`src/rtl/ccel_defs.svh`:
```
`ifndef CCEL_DEFS_SVH
`define CCEL_DEFS_SVH

// ----------------------------------------
// Channel set
// ----------------------------------------
`define CCEL_NCH 5
`define CCEL_AMP_CAPABLE 5'h17
`define CCEL_CMP_ONLY_CH 3

// ----------------------------------------
// Register offsets (byte addresses)
// ----------------------------------------
`define CCEL_OFF_STATUS 12'h000
`define CCEL_OFF_CTRL_FIRST 12'h004
`define CCEL_OFF_CTRL_LAST 12'h014
`define CCEL_OFF_IRQ_STAT 12'h018
`define CCEL_OFF_IRQ_MASK 12'h01C

// ----------------------------------------
// Control register fields
// ----------------------------------------
`define CCEL_CTRL_EN 15
`define CCEL_CTRL_OE 14
`define CCEL_CTRL_POL 13
`define CCEL_CTRL_AMP 10
`define CCEL_CTRL_EVT 9
`define CCEL_CTRL_RES 8
`define CCEL_CTRL_EVS_HI 7
`define CCEL_CTRL_EVS_LO 6
`define CCEL_CTRL_WMASK 16'hE6D3
`define CCEL_CTRL_WMASK_CMP 16'hE2D3
`define CCEL_CTRL_RST 16'h0000

// ----------------------------------------
// Status register fields and resets
// ----------------------------------------
`define CCEL_STAT_HALT 15
`define CCEL_STAT_EVT_LO 8
`define CCEL_STAT_RES_LO 0
`define CCEL_IRQ_MASK_RST 5'h00

`endif

```
`src/rtl/ccel_pkg.sv`:
```
package ccel_pkg;

    typedef enum logic [1:0] {
        CCEL_EVS_OFF  = 2'h0,
        CCEL_EVS_RISE = 2'h1,
        CCEL_EVS_FALL = 2'h2,
        CCEL_EVS_ANY  = 2'h3
    } ccel_evs_t;

    typedef struct packed {
        logic [4:0] s1;
        logic [4:0] s2;
        logic [4:0] s3;
        logic [4:0] stable;
    } ccel_sync_st_t;

    typedef struct packed {
        logic [4:0] prev;
    } ccel_edge_st_t;

    typedef struct packed {
        logic [4:0][15:0] ctrl;
        logic halt;
        logic [4:0] irq_stat;
        logic [4:0] irq_mask;
        logic [4:0] trig;
        logic [4:0] pin;
        logic [31:0] rdata;
        logic err;
    } ccel_top_st_t;

endpackage

```
`src/rtl/ccel_sync.sv`:
```
`include "ccel_defs.svh"

module ccel_sync import ccel_pkg::*; (
    input wire logic pclk,
    input wire logic presetn,
    input wire logic [4:0] async_in,
    output logic [4:0] sync_out
);

    ccel_sync_st_t st_ff;
    ccel_sync_st_t nxt_st;

    always_comb begin
        nxt_st = st_ff;
        nxt_st.s1 = async_in;
        nxt_st.s2 = st_ff.s1;
        nxt_st.s3 = st_ff.s2;
        for (int i = 0; i < `CCEL_NCH; i++) begin
            if (st_ff.s2[i] == st_ff.s3[i]) begin
                nxt_st.stable[i] = st_ff.s3[i];
            end
        end
    end

    always_ff @(posedge pclk or negedge presetn) begin
        if (!presetn) begin
            st_ff <= '0;
        end else begin
            st_ff <= nxt_st;
        end
    end

    assign sync_out = st_ff.stable;
endmodule

```
`src/rtl/ccel_edge.sv`:
```
`include "ccel_defs.svh"

module ccel_edge import ccel_pkg::*; (
    input wire logic pclk,
    input wire logic presetn,
    input wire logic [4:0] level,
    input wire logic [4:0] enable,
    input wire logic [9:0] sel,
    input wire logic [4:0] flag,
    output logic [4:0] pulse
);

    ccel_edge_st_t st_ff;
    ccel_edge_st_t nxt_st;

    always_comb begin
        nxt_st = st_ff;
        nxt_st.prev = level;
        pulse = 5'h00;
        for (int i = 0; i < `CCEL_NCH; i++) begin
            unique case (ccel_evs_t'(sel[2*i +: 2]))
                CCEL_EVS_RISE: pulse[i] = level[i] & ~st_ff.prev[i];
                CCEL_EVS_FALL: pulse[i] = ~level[i] & st_ff.prev[i];
                CCEL_EVS_ANY: pulse[i] = level[i] ^ st_ff.prev[i];
                CCEL_EVS_OFF: pulse[i] = 1'b0;
            endcase
            pulse[i] = pulse[i] & enable[i] & ~flag[i];
        end
    end

    always_ff @(posedge pclk or negedge presetn) begin
        if (!presetn) begin
            st_ff <= '0;
        end else begin
            st_ff <= nxt_st;
        end
    end
endmodule

```
`src/rtl/ccel_top.sv`:
```
`include "ccel_defs.svh"

module ccel_top import ccel_pkg::*; (
    input wire logic pclk,
    input wire logic presetn,
    input wire logic psel,
    input wire logic penable,
    input wire logic pwrite,
    input wire logic [11:0] paddr,
    input wire logic [31:0] pwdata,
    output logic [31:0] prdata,
    output logic pready,
    output logic pslverr,
    input wire logic idle_mode,
    input wire logic [4:0] cmp_raw,
    output logic [4:0] channel_run,
    output logic [4:0] amplifier_select,
    output logic [4:0] result_pin,
    output logic [4:0] result_pin_oe,
    output logic [4:0] cmp_trigger,
    output logic irq
);

    ccel_top_st_t st_ff;
    ccel_top_st_t nxt_st;

    logic [4:0] sync_v;
    logic [4:0] res_v;
    logic [4:0] en_v;
    logic [4:0] oe_v;
    logic [4:0] pol_v;
    logic [4:0] amp_v;
    logic [4:0] evt_v;
    logic [9:0] sel_v;
    logic [4:0] pulse_v;
    logic halted;
    logic setup;
    logic wr;
    logic rd_acc;
    localparam logic [4:0] amp_cap_mask = `CCEL_AMP_CAPABLE;

    // ----------------------------------------
    // Address decode helpers
    // ----------------------------------------
    function automatic logic is_ctrl(input logic [11:0] a);
        return (a >= `CCEL_OFF_CTRL_FIRST) && (a <= `CCEL_OFF_CTRL_LAST) && (a[1:0] == 2'h0);
    endfunction

    function automatic logic [2:0] ctrl_idx(input logic [11:0] a);
        logic [11:0] d;
        d = a - `CCEL_OFF_CTRL_FIRST;
        return d[4:2];
    endfunction

    function automatic logic addr_ok(input logic [11:0] a);
        return is_ctrl(a) || (a == `CCEL_OFF_STATUS) || (a == `CCEL_OFF_IRQ_STAT)
            || (a == `CCEL_OFF_IRQ_MASK);
    endfunction

    function automatic logic [15:0] ctrl_word(input logic [2:0] i);
        logic [15:0] w;
        w = st_ff.ctrl[i];
        w[`CCEL_CTRL_RES] = res_v[i];
        return w;
    endfunction

    function automatic logic [31:0] read_word(input logic [11:0] a);
        logic [31:0] r;
        r = 32'h0000_0000;
        if (is_ctrl(a)) begin
            r[15:0] = ctrl_word(ctrl_idx(a));
        end else if (a == `CCEL_OFF_STATUS) begin
            r[`CCEL_STAT_HALT] = st_ff.halt;
            r[`CCEL_STAT_EVT_LO +: 5] = evt_v;
            r[`CCEL_STAT_RES_LO +: 5] = res_v;
        end else if (a == `CCEL_OFF_IRQ_STAT) begin
            r[4:0] = st_ff.irq_stat;
        end else if (a == `CCEL_OFF_IRQ_MASK) begin
            r[4:0] = st_ff.irq_mask;
        end
        return r;
    endfunction

    // ----------------------------------------
    // Comparator front end
    // ----------------------------------------
    ccel_sync ccel_sync_i (
        .pclk(pclk),
        .presetn(presetn),
        .async_in(cmp_raw),
        .sync_out(sync_v)
    );

    always_comb begin
        for (int i = 0; i < `CCEL_NCH; i++) begin
            en_v[i] = st_ff.ctrl[i][`CCEL_CTRL_EN];
            oe_v[i] = st_ff.ctrl[i][`CCEL_CTRL_OE];
            pol_v[i] = st_ff.ctrl[i][`CCEL_CTRL_POL];
            amp_v[i] = st_ff.ctrl[i][`CCEL_CTRL_AMP];
            evt_v[i] = st_ff.ctrl[i][`CCEL_CTRL_EVT];
            sel_v[2*i +: 2] = st_ff.ctrl[i][`CCEL_CTRL_EVS_HI:`CCEL_CTRL_EVS_LO];
        end
    end

    assign res_v = sync_v ^ pol_v;

    assign halted = st_ff.halt & idle_mode;

    assign channel_run = en_v & {5{~halted}};

    // Halted channels raise no events, so no stale edge on wake-up is blamed
    ccel_edge ccel_edge_i (
        .pclk(pclk),
        .presetn(presetn),
        .level(res_v),
        .enable(channel_run),
        .sel(sel_v),
        .flag(evt_v),
        .pulse(pulse_v)
    );

    // ----------------------------------------
    // Register file and APB slave
    // ----------------------------------------
    assign setup = psel & ~penable;
    assign wr = psel & penable & pwrite & ~st_ff.err;
    assign rd_acc = psel & penable & ~pwrite;

    always_comb begin
        logic [15:0] msk;
        logic [4:0] clr;
        msk = `CCEL_CTRL_WMASK;
        clr = 5'h00;
        nxt_st = st_ff;
        nxt_st.trig = pulse_v;
        nxt_st.pin = res_v & oe_v;

        // Read data is latched in setup so the access cycle answers at once
        if (setup) begin
            nxt_st.rdata = read_word(paddr);
            nxt_st.err = ~addr_ok(paddr);
        end

        if (wr) begin
            if (is_ctrl(paddr)) begin
                // amplifier bit only on capable channels
                if (!amp_cap_mask[ctrl_idx(paddr)]) begin
                    msk = `CCEL_CTRL_WMASK_CMP;
                end
                nxt_st.ctrl[ctrl_idx(paddr)] = pwdata[15:0] & msk;
            end else if (paddr == `CCEL_OFF_STATUS) begin
                nxt_st.halt = pwdata[`CCEL_STAT_HALT];
            end else if (paddr == `CCEL_OFF_IRQ_MASK) begin
                nxt_st.irq_mask = pwdata[4:0];
            end
        end

        // event sets flag, set beats clear
        for (int i = 0; i < `CCEL_NCH; i++) begin
            if (pulse_v[i]) begin
                nxt_st.ctrl[i][`CCEL_CTRL_EVT] = 1'b1;
            end
        end

        // Only bits returned by this read are cleared; later events survive
        if (rd_acc && !st_ff.err && paddr == `CCEL_OFF_IRQ_STAT) begin
            clr = st_ff.rdata[4:0];
        end
        nxt_st.irq_stat = (st_ff.irq_stat & ~clr) | pulse_v;
    end

    always_ff @(posedge pclk or negedge presetn) begin
        if (!presetn) begin
            st_ff.ctrl <= {5{`CCEL_CTRL_RST}};
            st_ff.halt <= 1'b0;
            st_ff.irq_stat <= 5'h00;
            st_ff.irq_mask <= `CCEL_IRQ_MASK_RST;
            st_ff.trig <= 5'h00;
            st_ff.pin <= 5'h00;
            st_ff.rdata <= 32'h0000_0000;
            st_ff.err <= 1'b0;
        end else begin
            st_ff <= nxt_st;
        end
    end

    // ----------------------------------------
    // Outputs
    // ----------------------------------------
    assign prdata = st_ff.rdata;
    assign pready = 1'b1;
    assign pslverr = psel & penable & st_ff.err;
    assign amplifier_select = amp_v;
    assign result_pin = st_ff.pin;
    assign result_pin_oe = oe_v;
    assign cmp_trigger = st_ff.trig;
    assign irq = |(st_ff.irq_stat & st_ff.irq_mask);
endmodule

```
`config.mk`:
```
export PLATFORM = sky130hd
export DESIGN_NAME = ccel_top
export DESIGN_NICKNAME = d
export VERILOG_FILES = /design/src/rtl/ccel_pkg.sv /design/src/rtl/ccel_sync.sv /design/src/rtl/ccel_edge.sv /design/src/rtl/ccel_top.sv
export VERILOG_INCLUDE_DIRS = /design/src /design/src/rtl
export SDC_FILE = /design/constraint.sdc
export NUM_CORES = 1
export LEC_CHECK = 0
export CORE_ASPECT_RATIO = 1.2
export CORE_MARGIN = 3
export CORE_UTILIZATION = 25
export CTS_CLUSTER_DIAMETER = 150
export DETAILED_ROUTE_END_ITERATION = 6
export DONT_BUFFER_PORTS = 1
export GPL_TIMING_DRIVEN = 0
export MAX_ROUTING_LAYER = met4
export SLEW_MARGIN = 20
export SYNTH_ARGS = -nofsm -noshare
export SYNTH_HDL_FRONTEND = slang
export SYNTH_HIERARCHICAL = 1
export SYNTH_SLANG_ARGS = --single-unit
```
`constraint.sdc`:
```
create_clock -name pclk -period 3 [get_ports pclk]
set_input_delay 0 -clock pclk [delete_from_list [all_inputs] [get_ports pclk]]
set_output_delay 0 -clock pclk [all_outputs]
set_load 0.05 [all_outputs]
```
==> flow_metrics.tcl, run 1 <==
set metrics [dict create \
    worst_pin_slew_ns 0.783 \
    grt_first_pass_wirelength_um 22200 \
    crit_arrival_ns 2.95 \
    start_util_pct 25.8 \
    grt-ovfl-total 0 \
    cpMaxStageDelayCell "a2111oi_2" \
    final.period_utilization_pct 89.0 \
    die_area_um2 24400 \
    grt_max_degree 113 \
    synth-seq-cells 112 \
    antenna_found_initial 1 \
    grt_pass1_vias 3704 \
    gp_congestion 0.865 \
    drc_errors 0 \
    routed_wirelength_um 14500 \
    worst_slack_ns 0.329 \
    cts_inserted_buffers 9 \
    synthArstFlopShare_pct 100 \
    syn_area_um2 5650 \
    cp.required_ns 3.28 \
    postPlaceCellArea_um2 6050 \
    p_sw_mw 0.781 \
    startpoint_type "flip-flop" \
    slew_violations 0 \
    timing.slew.headroom_pct 47.7 \
    min_period_ns 2.67 \
    dp_worst_setup_slack_ns -0.00119 \
    drive_above_1_share_pct 27.8 \
    powerDensity_nw_per_um2 458 \
    postSynthCellCount 492 \
    yosys_warnings 6 \
    ys.flop_type "dfrtp_1" \
    avgSynthCellArea_um2 11.5 \
    critPathKind "reg -> reg" \
    cts_resized 0 \
    dp.cells 782 \
    first_iter_violations 287 \
    fillerInstances 2222 \
    min_path_type "in -> reg" \
    htreeDepth 3 \
    nets 610 \
    skew_ns 0.00616 \
    fin_tns_setup_ns 0 \
    max-vdd-ir-drop_v 0.000274 \
    fmax_mhz 374 \
    hpwl_um 10700 \
    endpoint_kind "flip-flop" \
    path_common_cell "mux2i_1" \
    ioPinCount 115 \
    synth_cell_types 56 \
    design_area_um2 6560 \
    coreArea_um2 21900 \
    synthToLayoutAreaGrowth_pct 16.0 \
    vias 3649 \
    portBuffers 0 \
    synth_edf_count 0 \
    fp.dieH_um 171 \
    pwr-share-clk_pct 37.5 \
    clockBufferDepth 2 \
    final_cells 819 \
    clock-sinks 112 \
    dr.pass1.iters 4 \
    drv_cap 0 \
    ys_seq_area_share_pct 49.6 \
    cts_root_buf "clkbuf_16" \
    p_leak_nw 3.14 \
    cpPeakStageDelay_ns 0.76 \
    p_comb_share_pct 10.8 \
    clkTransAtPathRegs_ns 0.07 \
    worstPathCellList "buf_4, xor2_1, ha_1, inv_1, mux2i_1, a2111oi_2, nor2_1, mux2i_1" \
    status "completed" \
    antenna_left 0 \
    die_x_um 143 \
    insertion_delay_ns 0.36 \
    hold_violations 0 \
    track_usage_pct 12.5 \
    grt_setup_unrepaired "no" \
    setup_viol 0 \
    cts_tree "built" \
    cp_max_fo 6 \
    p_sw_share_pct 26.0 \
    p_int_mw 2.22 \
    viasPerCell 4.46 \
    power_frac_seq_pct 51.7 \
    cts_setup_buffers 0 \
    wire_per_inst_um 17.7 \
    holdWs_ns 0.0209 \
    fp-row-count 59 \
]
-- cell usage in the layout, fill, tap and decap left out, types with 10 or more instances in the layout --
master / count
a21oi_1: 19
and2_1: 10
and3_1: 10
buf_4: 59
clkbuf_1: 10
conb_1: 18
dfrtp_1: 112
dlygate4sd3_1: 20
ha_1: 15
inv_1: 17
mux2_2: 52
nand2_1: 37
nor2_1: 10
nor2b_1: 12
o21ai_0: 20
-- kinds of logic after synthesis --
family,count (synthesis),share of synthesized area [%]
buffers and inverters,93,10.2
xor gates and xnor gates,7,1.09
DFF,112,49.6
adders and majority gates,20,4.32
and+or+nand+nor,114,11.2
muxes,67,14.3
AOI/OAI and AO/OA,77,9.10
other,2,0.133
-- synth_stat cells, drive strengths merged, types with 2 or more instances --
cell,instances,area (um2)
o31ai,2,15.0
nor4,2,42.5
a21o,5,37.5
nand3b,4,30.0
clkbuf,10,37.5
a211o,2,17.5
mux4,6,135
nor3,7,40.0
a2111oi,2,30.0
a31oi,2,12.5
mux2i,9,90.1
and2,11,68.8
nand2b,6,37.5
dfrtp,112,2800
a211oi,3,22.5
a22oi,5,37.5
a222oi,2,20.0
mux2,52,586
and3,10,62.6
maj3,5,56.3
o211ai,2,15.0
a21oi,19,95.1
nor2,10,37.5
nor2b,12,75.1
a22o,2,17.5
nand2,37,139
o21ai,20,100
nand3,6,30.0
buf,66,475
inv,17,63.8
ha,15,188
conb,2,7.51
xor2,6,52.6
or3,2,12.5
o41ai,2,17.5
-- worst paths after layout --
check	from	endpoint	slack, ns	cells after the start
min in group asynchronous	presetn	ccel_sync_i/st_ff[6]	0.23	2
max	ccel_sync_i/sync_out[2]	evt_v[2]	0.33	8
min	psel	st_ff[51]	0.02	4
max in group asynchronous	presetn	pol_v[0]	2.33	2
min reg2reg	ccel_sync_i/nxt_st[10]	ccel_sync_i/nxt_st[5]	0.35	0
max reg2reg	ccel_sync_i/sync_out[2]	evt_v[2]	0.33	8
-- flip-flops by register name (all words and copies together), names as in the netlist --
name / cells
ccel_sync_i/st_ff: 5
ccel_edge_i/st_ff: 5
evt_v: 5
result_pin: 5
st_ff: 27
ccel_sync_i/sync_out: 5
ccel_sync_i/nxt_st: 10
cmp_trigger: 5
en_v: 5
prdata: 15
sel_v: 10
pol_v: 5
amplifier_select: 5
result_pin_oe: 5
-- layer usage --
layer	wire, um	vias up	share of wire, %	track usage, %
met3	891	16	6.2	3.13
met1	6480	1783	45	16.2
li1	-	1745	-	-
met4	380	0	2.6	4.38
met5	0	-	0	-
met2	6720	105	46	19.0
-- power groups by stage --
stage | Combinational, mW | Sequential (mW) | Clock [mW]
2_1_floorplan | 0.210 | 1.58 | 0
3_3_place_gp | 0.256 | 1.58 | 0
3_5_place_dp | 0.260 | 1.58 | 0
4_1_cts | 0.327 | 1.55 | 1.16
5_1_grt | 0.358 | 1.56 | 1.22
6_report | 0.324 | 1.55 | 1.13
-- metrics by stage --
stage / utilization (%) / power (mW)
CTS: 29.9 / 3.04
floorplan: - / 1.79
finish: 29.9 / 3.00
global route: 29.9 / 3.13
detailed placement: 27.6 / 1.84
global placement: 27.6 / 1.84
-- worst max-delay path, delay by kind of cell, from the launching register on --
family | cells | cell delay (ns)
AOI/OAI and AO/OA | 1 | 0.76
xor gates and xnor gates | 1 | 0.57
adders and majority gates | 1 | 0.36
buffers and inverters | 2 | 0.19
DFF | 1 | 0.39
muxes | 2 | 0.22
and+or+nand+nor | 1 | 0.11
-- repair_timing --
action / CTS / global route
endpoints found under the setup margin: 0 / 0
endpoints found under the hold margin: 174 / 0
hold buffers: 21 / 0
-- final cells by class --
cell class / count / area [um2] / share of cell area (%)
flip-flops and latches: 112 / 2800 / 42.7
multi-input cells: 303 / 2330 / 35.6
plain buffers: 76 / 513 / 7.82
well taps: 274 / 343 / 5.23
clock buffers: 10 / 239 / 3.65
repair buffers: 21 / 228 / 3.47
inverters: 17 / 63.8 / 0.973
clock inverters: 5 / 33.8 / 0.515
diodes: 1 / 2.50 / 0.0382
No activity file was read; power rests on OpenSTA's default activity.
==> run 2, diff against run 1 <==
- ABC_AREA: not set -> 1
==> flow_metrics.tcl, run 2 <==
set metrics [dict create \
    setup_viol 0 \
    max-vdd-ir-drop_v 0.000212 \
    insertion_delay_ns 0.36 \
    fp.dieH_um 176 \
    worst_slack_ns 0.732 \
    synthToLayoutAreaGrowth_pct 16.7 \
    drv_cap 0 \
    synth_common_cells "nand2_1 (193), dfrtp_1 (112), inv_1 (91), buf_4 (59)" \
    cts_inserted_buffers 9 \
    ys.flop_type "dfrtp_1" \
    antenna_found_initial 0 \
    die_area_um2 25900 \
    p_leak_nw 3.58 \
    hold_violations 0 \
    synth-seq-cells 112 \
    dp_worst_setup_slack_ns 0.669 \
    mostFrequentLayoutCell "nand2_1" \
    cts_tree "built" \
    diodes 0 \
    cts_resized 0 \
    min_path_type "in -> reg" \
    ioPinCount 115 \
    drc_errors 0 \
    powerDensity_nw_per_um2 458 \
    top_layer_used "met4" \
    rr_worst_depth 9 \
    fp-row-count 61 \
    grt_setup_unrepaired "no" \
    netlist.area_leader.share_pct 46.7 \
    grt_pass1_vias 4542 \
    crit-reg2reg-launch "st_ff[53]" \
    timing.slew.headroom_pct 26.9 \
    antenna_left 0 \
    cp_max_fo 5 \
    layout_common_cells "nand2_1 (193), dfrtp_1 (112), inv_1 (91)" \
    cp.required_ns 3.30 \
    start_util_pct 25.7 \
    routed_wirelength_um 16000 \
    fillerInstances 2530 \
    dr_wl_met3_um 974 \
    first_iter_violations 318 \
    dr.pass1.iters 4 \
    status "completed" \
    wl_met2_um 7770 \
    rrSetupSlack_ns 0.73 \
    synth_cell_types 36 \
    ys_top_cells_by_area "dfrtp_1 (47%), nand2_1 (12%), buf_4 (7.4%)" \
    syn_area_um2 6000 \
    slew_violations 0 \
    drive_above_1_share_pct 17.3 \
    seqCellArea_um2 2800 \
    top_register "st_ff" \
    m1WireLength_um 6860 \
    nets 846 \
    grt_first_pass_wirelength_um 25200 \
    portBuffers 0 \
    hpwl_um 12100 \
    ys_seq_area_share_pct 46.7 \
    htreeDepth 3 \
    startpoint "st_ff[53]" \
    skew_ns 0.0126 \
    final.period_utilization_pct 75.6 \
    grt-ovfl-total 0 \
    gp_congestion 0.861 \
    postSynthCellCount 729 \
    viasPerCell 4.24 \
    coreArea_um2 23400 \
    timing.rr.end "evt_v[1]" \
    crit_arrival_ns 2.57 \
    startpoint_type "flip-flop" \
    grt_max_degree 113 \
    critPathKind "reg -> reg" \
    fmax_mhz 441 \
    synthArstFlopShare_pct 100 \
    clock-sinks 112 \
    clockBufferDepth 2 \
    fin_tns_setup_ns 0 \
    die_x_um 147 \
    min_period_ns 2.27 \
    vias 4646 \
    endpoint_kind "flip-flop" \
    cts_root_buf "clkbuf_16" \
    track_usage_pct 13.0 \
    yosysTopAreaCell "dfrtp_1" \
    crit_path_end "evt_v[1]" \
    yosysMostFrequentCell "nand2_1" \
    yosys_warnings 6 \
    avgSynthCellArea_um2 8.23 \
    post-route-util_pct 30.0 \
    clkTransAtPathRegs_ns 0.08 \
    multi_input_area_um2 2340 \
    synth_edf_count 0 \
    wire_per_inst_um 14.6 \
    largest_register_ffs 27 \
    worst_pin_slew_ns 1.09 \
]
==> run 2: stage by stage <==
step	area, um2	hold slack (ns)	total power [mW]	std cells
2_1_floorplan	6060	-0.296	1.79	745
3_3_place_gp	6450	-0.293	1.85	1060
3_5_place_dp	6450	-0.293	1.86	1060
4_1_cts	7000	0.000666	3.25	1096
5_1_grt	7000	0.0360	3.35	1096
6_report	7000	0.0231	3.21	1096
==> run 2: cells by family (layout without fill, tap and decap cells) <==
kind of cell | after synthesis | count (layout) | synth area share, %
fa+ha+maj | 15 | 15 | 3.13
other cells | 2 | 18 | 0.125
compound gates | 97 | 97 | 9.45
simple gates | 330 | 330 | 24.9
buf+inv | 170 | 206 | 15.2
flops | 112 | 112 | 46.7
xor+xnor | 3 | 3 | 0.438
==> run 2: per-layer routing <==
layer,global-route usage (%),vias up
met1,15.8,2180
li1,-,2330
met2,20.9,120
met4,4.58,0
met3,3.23,16
met5,-,-
==> run 2: timing repair <==
item,CTS,global route
hold buffers,20,0
hold endpoints to repair,171,0
setup buffers,0,0
==> run 2: worst min path at each step <==
stage | startpoint | to | slack [ns] | cells past startpoint
2_1_floorplan | presetn | amplifier_select[0] | -0.30 | 0
3_3_place_gp | presetn | ccel_sync_i/nxt_st[13] | -0.29 | 0
3_5_place_dp | presetn | ccel_sync_i/nxt_st[11] | -0.29 | 0
4_1_cts | paddr[4] | st_ff[45] | 0.0007 | 4
5_1_grt | paddr[4] | st_ff[45] | 0.04 | 4
6_report | paddr[4] | st_ff[45] | 0.02 | 4
==> run 2: critical path: stages, from the launching register on <==
cell and delay, ns:
dfrtp_1 0.42, nand2_1 0.08, inv_1 0.10, nor2_1 0.82
inv_1 0.22, nor2_4 0.13, nand3_1 0.07, nor2_1 0.20
inv_1 0.09, nand3_1 0.08
==> run 2: power breakdown <==
group / leakage, nW / internal (mW) / switching, mW
Sequential: 1.51 / 1.53 / 0.0143
Combinational: 1.91 / 0.0952 / 0.239
Clock: 0.162 / 0.684 / 0.638
==> run 2: area by class of cell <==
| cell class | count | area share [%] |
|---|---|---|
| Timing Repair Buffer | 20 | 3.11 |
| Buffer | 73 | 7.81 |
| Tap cell | 315 | 5.63 |
| Clock inverter | 7 | 1.50 |
| Multi-Input combinational cell | 463 | 33.5 |
| Sequential cell | 112 | 40.0 |
| Inverter | 97 | 5.20 |
| Clock buffer | 9 | 3.22 |
